$ cat config.mk
export PLATFORM = sky130hd
export DESIGN_NAME = hvb_core
export DESIGN_NICKNAME = d
export VERILOG_FILES = /design/src/rtl/hvb_pkg.sv /design/src/rtl/hvb_addr_gen.sv /design/src/rtl/hvb_core.sv
export SDC_FILE = /design/constraint.sdc
export NUM_CORES = 1
export LEC_CHECK = 0
export ABC_AREA = 1
export BUFFER_PORTS_ARGS = -buffer_cell sky130_fd_sc_hd__buf_2
export CORE_MARGIN = 8
export CORE_UTILIZATION = 38
export CTS_BUF_LIST = sky130_fd_sc_hd__clkbuf_16
export DETAILED_ROUTE_END_ITERATION = 8
export PLACE_DENSITY = 0.69
export SETUP_SLACK_MARGIN = 0.1
export SYNTH_ARGS = -nofsm -noshare
export SYNTH_HDL_FRONTEND = slang
export SYNTH_SLANG_ARGS = --single-unit
export TNS_END_PERCENT = 10
$ cat constraint.sdc
create_clock -name clock -period 2 [get_ports clock]
set_clock_uncertainty 0.1 [all_clocks]
set_input_delay 0.1 -clock clock [delete_from_list [all_inputs] [get_ports clock]]
set_output_delay 0.1 -clock clock [all_outputs]
set_load 0.02 [all_outputs]
$ cat src/rtl/hvb_pkg.sv
// Purpose: Shared constants for the host vector base and protection id list block.
// Assumes: Plain register port with 32-bit data and word-aligned byte addresses.
// Notes: Register offsets are local choices; no offsets are printed for these registers.
package hvb_pkg;
   localparam int unsigned DATA_W = 32;
   localparam int unsigned ADDR_W = 8;
   localparam int unsigned ID_W = 5;
   localparam logic [7:0] OFS_PERMIT_LIST = 8'h00;
   localparam logic [7:0] OFS_EXC_BASE = 8'h04;
   localparam logic [7:0] OFS_INT_TABLE = 8'h08;
   localparam logic [7:0] OFS_CUR_ID = 8'h0C;
   localparam logic [7:0] OFS_CTRL = 8'h10;
   localparam logic [7:0] OFS_EXC_QUERY = 8'h14;
   localparam logic [7:0] OFS_HANDLER = 8'h18;
   localparam logic [7:0] OFS_TABLE_ENTRY = 8'h1C;
   localparam int unsigned BASE_LSB = 9;
   localparam int unsigned DIRECT_VEC_BIT = 1;
   localparam int unsigned REDUCED_VEC_BIT = 0;
   localparam int unsigned OFFSET_W = 9;
   localparam int unsigned CHAN_W = 12;
   localparam logic [31:0] BASE_MASK = 32'hFFFF_FE00;
   localparam logic [31:0] EXC_BASE_MASK = 32'hFFFF_FE03;
   localparam logic [31:0] DEFAULT_VECTOR_BASE = 32'h0000_0000;
   localparam logic [31:0] EXC_BASE_RESET = 32'h0000_0000;
   localparam logic [31:0] INT_TABLE_RESET = 32'h0000_0000;
   localparam logic [4:0] CUR_ID_RESET = 5'h00;
   localparam logic [31:0] UNMAPPED_READ = 32'h0000_0000;
endpackage : hvb_pkg

$ cat src/rtl/hvb_addr_gen.sv
// Purpose: Forms handler and table-entry addresses from the base registers.
// Assumes: Inputs are register outputs; result is combinational.
// Notes: Low nine base bits are forced to zero whatever the register holds.
`timescale 1ns/1ps
module hvb_addr_gen
(
   input wire logic [31:0] exc_base,
   input wire logic [31:0] int_table,
   input wire logic base_select,
   input wire logic [8:0] exc_offset,
   input wire logic [11:0] channel,
   output logic [31:0] handler_addr,
   output logic [31:0] table_entry_addr
);
   wire logic [31:0] eff_base;
   wire logic [31:0] table_base;
   assign eff_base = base_select ? (exc_base & hvb_pkg::BASE_MASK)
      : hvb_pkg::DEFAULT_VECTOR_BASE; // RQ5 RQ7
   assign handler_addr = eff_base + {23'h000000, exc_offset}; // RQ6
   assign table_base = int_table & hvb_pkg::BASE_MASK; // RQ11 RQ12
   // Each table entry is one word, so the channel scales by four.
   assign table_entry_addr = table_base + {18'h00000, channel, 2'h0};
endmodule : hvb_addr_gen

$ cat src/rtl/hvb_core.sv
// Purpose: Host exception base, interrupt table base and protection id list registers.
// Assumes: Permit list is a static system strap, sampled every cycle; single clock.
// Notes: Base registers reset to zero here, though software must still initialise them.
//
// Local design decisions: the address map and the address-and-strobe port.
`timescale 1ns/1ps
// Functional notes
// RQ1 - The list register shows 1 for each programmable identifier and 0 for each illegal one.
// RQ2 - The list comes from outside the CPU and CPU writes never change it.
// RQ3 - Identifier n maps to list bit n across all 32 bits.
// RQ4 - A write of an illegal identifier leaves the current identifier unchanged.
// RQ5 - The exception base applies only while base select is 1, else default vectors apply.
// RQ6 - A handler address is the base bits 31 to 9 plus the exception offset.
// RQ7 - The low nine exception base bits count as zero.
// RQ8 - Reserved bits read as zero and software writes zero to them.
// RQ9 - Base bit 1 selects direct-vector interrupt addressing over table reference.
// RQ10 - Base bit 0 selects the reduced set of interrupt handler addresses.
// RQ11 - Table reference uses table base bits 31 to 9 as the table start.
// RQ12 - The low nine table base bits are zero, aligning the table to 512 bytes.
// RQ13 - Software initialises both bases before enabling the modes that use them.
module hvb_core
(
   input wire logic clock,
   input wire logic rstn,
   input wire logic [7:0] addr,
   input wire logic [31:0] wdata,
   input wire logic wr,
   input wire logic rd,
   output logic [31:0] rdata,
   input wire logic [31:0] id_permit_bits,
   input wire logic base_select_bit,
   output logic [4:0] current_protection_id,
   output logic direct_vector_select,
   output logic reduced_vector_select,
   output logic [31:0] handler_address,
   output logic [31:0] table_entry_address
);
   logic [31:0] exc_base;
   logic [31:0] int_table;
   logic [4:0] cur_id;
   logic [31:0] permit_list;
   logic base_sel;
   logic [8:0] exc_offset;
   logic [11:0] channel;
   logic [31:0] rdata_q;
   logic [31:0] handler_q;
   logic [31:0] entry_q;
   wire logic [31:0] handler_comb;
   wire logic [31:0] entry_comb;
   wire logic hit_list;
   wire logic hit_exc;
   wire logic hit_tab;
   wire logic hit_id;
   wire logic hit_ctrl;
   wire logic hit_query;
   wire logic hit_hand;
   wire logic hit_entry;
   wire logic id_legal;
   wire logic [31:0] next_rdata;
   wire logic [31:0] ctrl_view;
   wire logic [31:0] query_view;

   assign hit_list = addr == hvb_pkg::OFS_PERMIT_LIST;
   assign hit_exc = addr == hvb_pkg::OFS_EXC_BASE;
   assign hit_tab = addr == hvb_pkg::OFS_INT_TABLE;
   assign hit_id = addr == hvb_pkg::OFS_CUR_ID;
   assign hit_ctrl = addr == hvb_pkg::OFS_CTRL;
   assign hit_query = addr == hvb_pkg::OFS_EXC_QUERY;
   assign hit_hand = addr == hvb_pkg::OFS_HANDLER;
   assign hit_entry = addr == hvb_pkg::OFS_TABLE_ENTRY;

   // The id is checked against the list bit it indexes.
   assign id_legal = permit_list[wdata[4:0]]; // RQ3 RQ4

   assign ctrl_view = {31'h00000000, base_sel};
   assign query_view = {11'h000, channel, exc_offset};

   assign next_rdata = hit_list ? permit_list // RQ1
      : hit_exc ? (exc_base & hvb_pkg::EXC_BASE_MASK) // RQ8
      : hit_tab ? (int_table & hvb_pkg::BASE_MASK) // RQ8
      : hit_id ? {27'h0000000, cur_id}
      : hit_ctrl ? ctrl_view
      : hit_query ? query_view
      : hit_hand ? handler_q
      : hit_entry ? entry_q
      : hvb_pkg::UNMAPPED_READ;

   hvb_addr_gen u_gen
   (
      .exc_base(exc_base),
      .int_table(int_table),
      .base_select(base_sel),
      .exc_offset(exc_offset),
      .channel(channel),
      .handler_addr(handler_comb),
      .table_entry_addr(entry_comb)
   );

   // The permit list has no write path; it follows the strap input only.
   always_ff @(posedge clock or negedge rstn)
   begin
      if (!rstn)
         permit_list <= 32'h0000_0000;
      else
         permit_list <= id_permit_bits; // RQ2
   end

   // The reserved bits are stored as zero so the effective value is clean.
   always_ff @(posedge clock or negedge rstn)
   begin
      if (!rstn)
         exc_base <= hvb_pkg::EXC_BASE_RESET;
      else if (wr && hit_exc)
         exc_base <= wdata & hvb_pkg::EXC_BASE_MASK; // RQ8
   end

   always_ff @(posedge clock or negedge rstn)
   begin
      if (!rstn)
         int_table <= hvb_pkg::INT_TABLE_RESET;
      else if (wr && hit_tab)
         int_table <= wdata & hvb_pkg::BASE_MASK; // RQ12
   end

   always_ff @(posedge clock or negedge rstn)
   begin
      if (!rstn)
         cur_id <= hvb_pkg::CUR_ID_RESET;
      else if (wr && hit_id && id_legal)
         cur_id <= wdata[4:0]; // RQ4
   end

   // Base select follows the status input, and a software override register
   // is not provided: the pin is the only source, the control word mirrors it.
   always_ff @(posedge clock or negedge rstn)
   begin
      if (!rstn)
         base_sel <= 1'b0;
      else
         base_sel <= base_select_bit; // RQ5
   end

   always_ff @(posedge clock or negedge rstn)
   begin
      if (!rstn)
      begin
         exc_offset <= 9'h000;
         channel <= 12'h000;
      end
      else if (wr && hit_query)
      begin
         exc_offset <= wdata[8:0];
         channel <= wdata[20:9];
      end
   end

   always_ff @(posedge clock or negedge rstn)
   begin
      if (!rstn)
      begin
         handler_q <= 32'h0000_0000;
         entry_q <= 32'h0000_0000;
      end
      else
      begin
         handler_q <= handler_comb; // RQ6
         entry_q <= entry_comb; // RQ11
      end
   end

   // Read data stands only in the cycle after the strobe.
   always_ff @(posedge clock or negedge rstn)
   begin
      if (!rstn)
         rdata_q <= 32'h0000_0000;
      else if (rd)
         rdata_q <= next_rdata;
      else
         rdata_q <= 32'h0000_0000;
   end

   assign rdata = rdata_q;
   assign current_protection_id = cur_id;
   assign direct_vector_select = exc_base[hvb_pkg::DIRECT_VEC_BIT]; // RQ9
   assign reduced_vector_select = exc_base[hvb_pkg::REDUCED_VEC_BIT]; // RQ10
   assign handler_address = handler_q;
   assign table_entry_address = entry_q;
endmodule : hvb_core

# ---- Word-level counts from Yosys, hierarchy flattened
# Cells that the tools add are included.
dict set report op_classes {
  addsub 2
  magnitude_cmp 1
  eq_ne 7
  muxes 12
  reduce_logical 6
}
# operator count
set op_table {}
lappend op_table {{$mux W32} 10}
lappend op_table {{$add A32 B14 Y32} 1}
lappend op_table {{$add A32 B9 Y32} 1}
lappend op_table {{$eq A8 B5 Y1 const B} 4}
lappend op_table {{$eq A8 B4 Y1 const B} 2}
lappend op_table {{$eq A8 B3 Y1 const B} 1}
lappend op_table {{$logic_not A8 Y1} 1}
lappend op_table {{$lt A5 B6 Y1 const B} 1}
lappend op_table {{$bmux W1 S5} 1}
lappend op_table {{$logic_and A1 B1 Y1} 5}
lappend op_table {{$mux W1} 1}
dict set report word_totals {
  ff_bits 203
  in_bits 77
  out_inout_bits 103
  wordCells 38
}

# ---- Logic depth before layout (Yosys ltp)
# Gate-level depths: netlist of run 1.
dict set report logic_depth {
  depth_word 10
  ltp_mapped 12
  mapped_depth_nobuf 12
}

# ---- Modules after synthesis
# Synthesis of run 1 repeated with hierarchy kept, for this count alone.
dict set report hier_totals {
  cells_unflattened 981
  hier_area_um2 8819.7
}
# module instances cells_each area_each_um2 seq_area_each_um2
set by_module_without_submodules {}
lappend by_module_without_submodules {hvb_core 1 760 7703.6 5079.9}
lappend by_module_without_submodules {hvb_addr_gen 1 221 1116.1 0.0}

# ---- Worst setup path after synthesis of run 1
# Ideal clock, no wire load.
dict set report synth_path {
  path_kind {register -> register}
  start {reg int_table[9]}
  end {reg entry_q[29], in the netlist table_entry_address[29]}
  setup_time_ps 132
  arrival_ps 1635
  t_required_ps 1768
  setup_slack_ps 133
  stages_incl_launch_ff 10
  path_buffers 0
  synth_period_minus_slack_ps 1867
  cell_sequence {dfrtp_1 ha_1 fa_1 nand3_1 nand2_1 nand2_1 nand2_1 nand3_1 nor3_1 xor2_1}
}
dict set report synth_between {
  elab_chain_len 1
}
# item line
set synth_lines {}
lappend synth_lines {{from (decl)} hvb_core.sv:39} ;# logic [31:0] int_table;
lappend synth_lines {{from (signal assigned)} hvb_core.sv:120} ;# int_table <= hvb_pkg::INT_TABLE_RESET;
lappend synth_lines {{from (signal assigned)} hvb_core.sv:122} ;# int_table <= wdata & hvb_pkg::BASE_MASK;
lappend synth_lines {{$add A32 B14 Y32} hvb_addr_gen.sv:22} ;# assign table_entry_addr = table_base + {18'h00000, channel, 2'h0};
lappend synth_lines {{named net entry_comb[29]} hvb_core.sv:49} ;# wire logic [31:0] entry_comb;
lappend synth_lines {{to (signal assigned)} hvb_core.sv:167} ;# entry_q <= entry_comb;
lappend synth_lines {{to (decl)} hvb_core.sv:47} ;# logic [31:0] entry_q;
# The timed path passes the listed nets, and every way through them passes these cells.
# A chain may end at the register's enable or synchronous reset.

# ---- Worst setup path in the final report of run 1
dict set report layout_path {
  start {reg int_table[9]}
  end {reg entry_q[17], in the netlist table_entry_address[17]}
}
# Same word-level chain as after synthesis.

==> results of run 1 <==
cell usage after synthesis:
library cell / instances / area [um2]
buf_4: 10 / 75.1
dfrtp_1: 201 / 5030
o21ai_0: 69 / 345
a21oi_1: 41 / 205
clkbuf_1: 16 / 60.1
xor2_1: 14 / 123
nor3b_1: 1 / 7.51
a41oi_2: 1 / 16.3
xnor2_1: 6 / 52.6
nand2_2: 3 / 18.8
nor2_2: 2 / 12.5
o211ai_1: 3 / 22.5
inv_2: 6 / 22.5
nor2_1: 35 / 131
inv_1: 106 / 398
nand3_2: 1 / 10.0
a41oi_1: 15 / 131
o21ai_1: 15 / 75.1
nor3_1: 4 / 20.0
ha_1: 5 / 62.6
buf_2: 14 / 70.1
nor2_4: 2 / 22.5
and2_1: 2 / 12.5
nor4_1: 1 / 6.26
clkinv_1: 1 / 3.75
nand3_1: 40 / 200
mux2_2: 4 / 45.0
buf_6: 1 / 11.3
nor3_2: 2 / 20.0
nand4_1: 21 / 131
fa_1: 1 / 20.0
conb_1: 1 / 3.75
nand2_1: 288 / 1080
or2_2: 3 / 18.8
worst reg2reg max path, delay by kind of cell (launching register included):
family	cells	cell delay, ns
AND/OR/NAND/NOR	4	0.36
adder cells (fa/ha/maj)	2	0.55
buffers and inverters	1	0.16
AO/OA/AOI/OAI	2	0.18
flip-flops	1	0.42
report_power, final:
part / internal [mW] / leakage, nW / total, mW / switching (mW)
Clock: 2.19 / 0.348 / 3.80 / 1.61
Sequential: 4.23 / 2.71 / 4.36 / 0.134
Combinational: 0.306 / 3.00 / 0.754 / 0.448
layout make-up:
cell class | count | area [um2] | share of cell area, %
Clock buffer | 23 | 576 | 5.09
Clock inverter | 16 | 95.1 | 0.841
Inverter | 113 | 424 | 3.75
Multi-Input combinational cell | 581 | 2870 | 25.4
Sequential cell | 201 | 5030 | 44.5
Tap cell | 280 | 350 | 3.10
Timing Repair Buffer | 283 | 1960 | 17.3
metrics by stage:
stage               utilization, %  power, mW  hold slack (ns)  cell area (um2)
floorplan                        -       4.68           -0.296             8470
global placement              45.1       5.06           0.0302             9850
detailed placement            45.1       5.07           0.0307             9850
CTS                           51.4       8.96           0.0481            11200
global route                  51.8       9.24           0.0797            11300
finish                        51.8       8.92           0.0338            11300
per-layer routing:
metal | wire, um | share of wire (%) | vias up | global-route usage [%]
li1 | - | - | 3504 | -
met1 | 11100 | 40 | 3627 | 25.0
met2 | 13300 | 48 | 338 | 33.3
met3 | 2290 | 8.3 | 59 | 4.04
met4 | 871 | 3.2 | 0 | 6.84
met5 | 0 | 0 | - | 0
cells by family (layout without fill, tap and decap cells):
logic type	after synthesis	in the layout	share of synthesized area (%)
AOI/OAI and AO/OA	144	144	9.40
xor gates and xnor gates	20	20	2.07
adders and majority gates	6	6	0.975
buffers and inverters	154	435	7.57
DFF	201	201	59.4
muxes	4	4	0.532
other	1	2	0.0443
and+or+nand+nor	405	405	20.0
worst max-delay path by stage:
stage                              endpoint  slack (ns)  cells past startpoint          start
finish              table_entry_address[17]        0.12                      9   int_table[9]
global route        table_entry_address[24]        0.06                      9  int_table[11]
CTS                 table_entry_address[24]        0.08                      9  int_table[11]
detailed placement  table_entry_address[31]       -0.03                      9   int_table[9]
global placement    table_entry_address[31]        0.02                      9   int_table[9]
floorplan           table_entry_address[29]        0.13                      9   int_table[9]
state kept, by name (all words and copies together) (netlist names):
register	flops
base_sel	1
channel	12
current_protection_id	5
exc_base	25
exc_offset	9
handler_address	32
int_table	23
permit_list	32
rdata	32
table_entry_address	30
repair_timing:
action | CTS | global route
cloned | 0 | 0
pin swaps | 0 | 3
setup buffers | 0 | 5
gates resized for setup | 4 | 10
hold buffers | 67 | 0
setup endpoints to repair | 13 | 13
hold endpoints to repair | 314 | 0
==> flow_summary.json, run 1 <==
{
  "outcome": "complete, no violations",
  "worst_pin_slew_ns": 0.591,
  "clk_pin_slew_ns": 0.06,
  "antenna_found_initial": 0,
  "fp-row-count": 54,
  "groute.usage.overall_pct": 19.8,
  "crit_buf_inv": 1,
  "dieArea_mm2": 0.0273,
  "peakVddDrop_mv": 0.391,
  "regToRegStartpoint": "int_table[9]",
  "max_freq_ghz": 0.532,
  "cts_made_buffers": 22,
  "final_cell_mix": "nand2_1, dfrtp_1, buf_2, inv_1, o21ai_0",
  "h-tree-depth": 1,
  "nets": 1285,
  "r2r_end": "table_entry_address[17]",
  "setup_tns_ns": 0,
  "gp_congestion": 0.867,
  "via_per_inst": 5.03,
  "die_w_um": 165,
  "maxCapViolCount": 0,
  "port_buffers": 177,
  "drt-wirelength-per-cell_um": 18.4,
  "via_count": 7528,
  "hold_violations": 0,
  "synth-seq-cells": 201,
  "cellPowerDensity_mw_per_mm2": 789,
  "period_share_pct": 93.9,
  "critPathRequiredTime_ns": 2.28,
  "grt_pass1_vias": 7459,
  "crit_type": "reg2reg",
  "setup_viol": 0,
  "critPathMaxFanout": 3,
  "r2r_cells": 9,
  "synth_cells": 935,
  "grt_first_pass_wirelength_um": 41700,
  "ys_seq_area_share_pct": 59.4,
  "cts_root_buffer": "clkbuf_16",
  "min-delay-path-class": "in2async",
  "antenna_cells": 0,
  "start_util_pct": 38.8,
  "yosysWarningCount": 0,
  "cts_buffer_depth": 3,
  "leakagePower_nw": 6.06,
  "setup_ws_ns": 0.121,
  "yosysUniqueCellTypes": 34,
  "hpwlAfterDp_um": 19900,
  "cpMostUsedCell": "nand2_1",
  "place_ws_ns": -0.0289,
  "grt_overflow": 0,
  "drtIter0Drc": 624,
  "arrival_ns": 2.16,
  "routed_wl_um": 27600,
  "crit_slowest_cell": "dfrtp_1",
  "cp_cell_sequence": "ha_4 -> fa_2 -> nand3_1 -> nand2_1 -> nand2_1 -> nand2_2 -> buf_4 -> a41oi_2 -> a21oi_1",
  "period_minus_slack_ns": 1.88,
  "syn_to_final_growth_pct": 33.5,
  "drtAntennaViolNets": 0,
  "critPathLaunchType": "register",
  "cp-end-kind": "register",
  "core_mm2": 0.0218,
  "dpl.cell_count": 1386,
  "cts_tree": "yes",
  "drive_gt1_share_pct": 23.0,
  "syn_area_mm2": 0.00847,
  "mostFrequentLayoutCell": "nand2_1",
  "syn_avg_cell_area_um2": 9.05,
  "dr.pass1.iters": 5,
  "io_pins": 180,
  "rrSetupSlack_ns": 0.12,
  "clk_latency_ns": 0.51,
  "clkSinkCount": 201,
  "cpLargestDelayFamily": "adder cells",
  "fp.dieH_um": 165,
  "grt_start_max_net_pins": 65,
  "rsz0062_at_grt": "yes",
  "drc": 0,
  "slew_violations": 0,
  "max_stage_delay_ns": 0.42,
  "slew_headroom_pct": 60.6,
  "fin_cells": 1497,
  "fill_cells": 2010
}
No activity file was read; power rests on OpenSTA's default activity.
==> inputs of run 2 (changes only) <==
Settings changed: CORE_ASPECT_RATIO set to 0.7.
==> flow_summary.json, run 2 (synthesis results as in run 1) <==
{
  "clk_latency_ns": 0.49,
  "groute.usage.overall_pct": 20.1,
  "drive_gt1_share_pct": 22.2,
  "port_buffers": 177,
  "slew_violations": 0,
  "cp-end-kind": "register",
  "stdcell_area_mm2": 0.0112,
  "grt_overflow": 0,
  "drtAntennaViolNets": 0,
  "dr.pass1.iters": 5,
  "grt_first_pass_wirelength_um": 43800,
  "place_ws_ns": -0.0369,
  "io_pins": 180,
  "core_mm2": 0.0218,
  "period_share_pct": 95.1,
  "cp_cell_sequence": "ha_2 -> fa_2 -> nand3_1 -> nand2_1 -> nand2_1 -> nand2_2 -> nand3_4 -> nor3_1 -> xor2_1",
  "peakVddDrop_mv": 0.502,
  "critPathMaxFanout": 5,
  "use_met2_pct": 29.3,
  "outcome": "complete, no violations",
  "max_freq_ghz": 0.526,
  "cpMostUsedCell": "nand2_1",
  "dpl.cell_count": 1391,
  "dieArea_mm2": 0.0274,
  "grt_pass1_vias": 7445,
  "drc": 0,
  "mostFrequentLayoutCell": "nand2_1",
  "start_util_pct": 38.9,
  "drtIter0Drc": 729,
  "nets": 1284,
  "critPathRequiredTime_ns": 2.31,
  "via_per_inst": 5.04,
  "h-tree-depth": 1,
  "rsz0062_at_grt": "yes",
  "hold_violations": 0,
  "cellPowerDensity_mw_per_mm2": 770,
  "grtUsageMet3_pct": 4.73,
  "min-delay-path-class": "in2async",
  "grt.busiest_layer": "met1",
  "cts_root_buffer": "clkbuf_16",
  "grt_start_max_net_pins": 52,
  "crit_type": "reg2reg",
  "hpwlAfterDp_um": 20100,
  "setup_viol": 0,
  "use_met1_pct": 29.6,
  "syn_to_final_growth_pct": 31.9,
  "cts_buffer_depth": 3,
  "leakagePower_nw": 6.01,
  "dpl_cell_area_mm2": 0.00984,
  "maxCapViolCount": 0,
  "drt-wirelength-per-cell_um": 18.7,
  "final_cell_mix": "nand2_1, dfrtp_1, buf_2, inv_1",
  "critPathLaunchType": "register",
  "crit_slowest_cell": "dfrtp_1",
  "power_mw": 8.60,
  "die_w_um": 194,
  "via_count": 7550,
  "cts_tree": "yes",
  "gp_congestion": 0.873,
  "fin_cells": 1499,
  "period_minus_slack_ns": 1.90,
  "routed_wl_um": 28000,
  "clk_pin_slew_ns": 0.06,
  "max_stage_delay_ns": 0.39,
  "arrival_ns": 2.21,
  "clkSinkCount": 201,
  "antenna_found_initial": 2,
  "fp-row-count": 45,
  "setup_ws_ns": 0.0975,
  "final_util_pct": 51.2,
  "fp.dieH_um": 141,
  "cts_made_buffers": 21
}
## run 2: worst max-delay path: cells and delay by family, from the launching register on
kind | cells | cell delay [ns]
xor+xnor | 1 | 0.21
simple gates | 6 | 0.68
fa+ha+maj | 2 | 0.43
flops | 1 | 0.39
## run 2: final cells by class
cell class | instances | area (um2)
tap | 282 | 353
antenna | 2 | 5.00
fill | 2018 | 10600
sequential | 201 | 5030
inverter | 113 | 424
multi-input combinational | 581 | 2830
timing repair buffer | 283 | 1920
clock buffer | 21 | 526
clock inverter | 16 | 70.1
## run 2: metal layers
metal,vias to the layer above,routed length (um)
li1,3498,-
met1,3621,12900
met2,388,11700
met3,43,2770
met4,0,605
met5,-,0
## run 2: path summary, 6_finish.rpt
| kind | slack [ns] | cells past startpoint | to | from |
|---|---|---|---|---|
| setup / recovery | 0.1 | 9 | table_entry_address[31] | int_table[9] |
| hold / removal | 0.005 | 2 | handler_address[27] | rstn |
| setup reg to reg | 0.1 | 9 | table_entry_address[31] | int_table[9] |
| hold reg to reg | 0.30 | 0 | handler_address[6] | exc_offset[6] |
| max in group asynchronous | 1.12 | 3 | rdata[22] | rstn |
| min in group clock | 0.05 | 5 | exc_base[19] | addr[2] |
## run 2: repair_timing
action,CTS,global route
buffers inserted,0,1
hold buffers,68,0
setup endpoints to repair,7,18
gates resized for setup,5,3
hold endpoints to repair,311,0
## run 2: where the power goes
part | internal, mW | switching, mW
Combinational | 0.305 | 0.457
Sequential | 4.23 | 0.134
Clock | 1.90 | 1.58
Total | 6.43 | 2.17
## run 2: metrics by stage
stage	setup TNS, ns	hold WS [ns]
final	0	0.00486
after global routing	0	0.0294
after CTS	0	0.00245
after detailed placement	-0.0727	-0.0413
after global placement	0	-0.0425
after floorplan	0	-0.296
==> inputs of run 3 (changes only) <==
Settings changed: ABC_AREA 1 to unset, PLACE_DENSITY 0.69 to 0.7, REMOVE_ABC_BUFFERS set to 1.
==> flow_summary.json, run 3 <==
{
  "outcome": "finished with violations",
  "violations": "negative setup slack",
  "leakagePower_nw": 5.52,
  "synth_top_family_by_area": "multiplexers",
  "synth-simple-area-share_pct": 7.64,
  "fin_cells": 1167,
  "cp_cell_sequence": "mux4_2 -> mux2_2 -> a22o_1 -> nand4_1 -> nand2_2 -> mux2_4",
  "synth_area_leaders": "dfrtp_1, mux2_1, a22oi_1",
  "synth-adder-area-share_pct": 1.03,
  "grt_pass1_vias": 6454,
  "min-delay-path-class": "in2async",
  "critPathLaunchType": "register",
  "grt_first_pass_wirelength_um": 38900,
  "cts_root_buffer": "clkbuf_16",
  "yosysWarningCount": 0,
  "syn_to_final_growth_pct": 36.7,
  "ys_seq_area_share_pct": 62.9,
  "grt.busiest_layer": "met2",
  "core_mm2": 0.0207,
  "grt_overflow": 0,
  "yosysUniqueCellTypes": 46,
  "period_minus_slack_ns": 2.10,
  "gp_congestion": 0.842,
  "start_util_pct": 38.6,
  "drt-wirelength-per-cell_um": 21.6,
  "nets": 961,
  "max_stage_delay_ns": 0.48,
  "cts_made_buffers": 21,
  "async_flop_share_pct": 100,
  "crit_type": "reg2reg",
  "synth_top_area_share_pct": 62.9,
  "use_met1_pct": 27.3,
  "cellPowerDensity_mw_per_mm2": 795,
  "synth-edff-count": 0,
  "routed_wl_um": 25200,
  "antenna_found_initial": 0,
  "setup_viol": 4,
  "grtUsageMet3_pct": 5.01,
  "clkSinkCount": 201,
  "hpwlAfterDp_um": 18100,
  "drc": 0,
  "drtAntennaViolNets": 0,
  "cts_tree": "yes",
  "fp-row-count": 44,
  "setup_ws_ns": -0.103,
  "setup_tns_ns": -0.401,
  "antenna_cells": 0,
  "die_w_um": 189,
  "hold_violations": 0,
  "synth-seq-cells": 201,
  "clk_pin_slew_ns": 0.06,
  "grt_start_max_net_pins": 58,
  "synth_cells": 593,
  "h-tree-depth": 1,
  "use_met2_pct": 29.2,
  "clk_latency_ns": 0.49,
  "drtIter0Drc": 626,
  "mostFrequentLayoutCell": "dfrtp_1",
  "cp-end-kind": "register",
  "synthMuxAreaShare_pct": 13.4,
  "peakVddDrop_mv": 0.608,
  "period_share_pct": 105,
  "fill_cells": 1768,
  "syn_avg_cell_area_um2": 13.5,
  "ys.flop_type": "dfrtp_1",
  "yosys.area_share.xor_xnor_pct": 2.30,
  "port_buffers": 177,
  "crit_slowest_cell": "mux4_2",
  "synth_common_cells": "dfrtp_1, mux2_1, a22oi_1, nand2_1, a21oi_1",
  "power_mw": 8.68,
  "synth.most_common_cell": "dfrtp_1",
  "groute.usage.overall_pct": 19.2,
  "synth-compound-area-share_pct": 10.2,
  "max_freq_ghz": 0.476,
  "dpl_cell_area_mm2": 0.00959,
  "stdcell_area_mm2": 0.0109,
  "fp.dieH_um": 137,
  "synth_top_area_cell": "dfrtp_1",
  "syn_area_mm2": 0.00799,
  "via_per_inst": 5.32,
  "critPathMaxFanout": 4,
  "arrival_ns": 2.38,
  "critPathRequiredTime_ns": 2.27,
  "dpl.cell_count": 1065,
  "drive_gt1_share_pct": 32.9,
  "hold_slack_ns": 0.0339,
  "dieArea_mm2": 0.0260,
  "cts_buffer_depth": 3,
  "r2r_cells": 6,
  "slew_violations": 0,
  "io_pins": 180,
  "via_count": 6208,
  "rsz0062_at_grt": "yes",
  "dr.pass1.iters": 6,
  "maxCapViolCount": 0,
  "final_cell_mix": "dfrtp_1, buf_2, mux2_1, dlygate4sd3_1, buf_4"
}
## run 3: layer usage
metal / vias up / part of all wire [%] / routed length (um)
met4: 0 / 1.7 / 438
met2: 304 / 44 / 11100
met1: 3122 / 45 / 11200
met5: - / 0 / 0
li1: 2748 / - / -
met3: 34 / 9.7 / 2450
## run 3: layout make-up
class,instances,area (um2),area share [%]
clock buffers,21,526,4.81
clock inverters,15,98.8,0.905
inverters,3,11.3,0.103
multi-input cells,352,2840,26.0
flip-flops and latches,201,5030,46.1
well taps,276,345,3.16
repair buffers,299,2070,19.0
## run 3: path summary, 6_finish.rpt
| check | end | slack (ns) | from |
|---|---|---|---|
| max in group asynchronous | handler_address[27] | 1.07 | rstn |
| setup / recovery | current_protection_id[2] | -0.10 | permit_list[30] |
| hold / removal | handler_address[7] | 0.03 | rstn |
| setup reg to reg | current_protection_id[2] | -0.10 | permit_list[30] |
| min in group clock | exc_offset[1] | 0.04 | wdata[1] |
| hold reg to reg | handler_address[1] | 0.30 | exc_offset[1] |
## run 3: critical path, delay by kind of cell (launching register included)
| family | cells | cell delay [ns] |
|---|---|---|
| mux | 3 | 1.07 |
| flops | 1 | 0.37 |
| compound gates | 1 | 0.22 |
| simple gates | 2 | 0.21 |
## run 3: metrics by stage
stage,setup WS (ns),util (%)
after global routing,-0.165,52.8
after detailed placement,-0.252,46.3
after floorplan,-1.04,-
final,-0.103,52.8
after global placement,-0.163,46.3
after CTS,-0.116,52.7
## run 3: cell families (layout without fill, tap and decap cells)
family,count (synthesis),in the layout
xor gates and xnor gates,21,21
muxes,87,87
DFF,201,201
adders and majority gates,6,6
other,1,2
buffers and inverters,41,338
AOI/OAI and AO/OA,116,116
and+or+nand+nor,120,120
## run 3: report_power, final
group | switching (mW) | internal [mW]
combinational | 0.404 | 0.338
sequential | 0.128 | 4.23
clock | 1.55 | 2.03
total | 2.09 | 6.60
## run 3: repair_timing
action | CTS | global route
pin swaps | 12 | 2
hold buffers | 65 | 0
endpoints found under the hold margin | 302 | 0
setup endpoints to repair | 18 | 22
gates cloned | 0 | 0
setup buffers | 1 | 0
resized for setup | 11 | 5
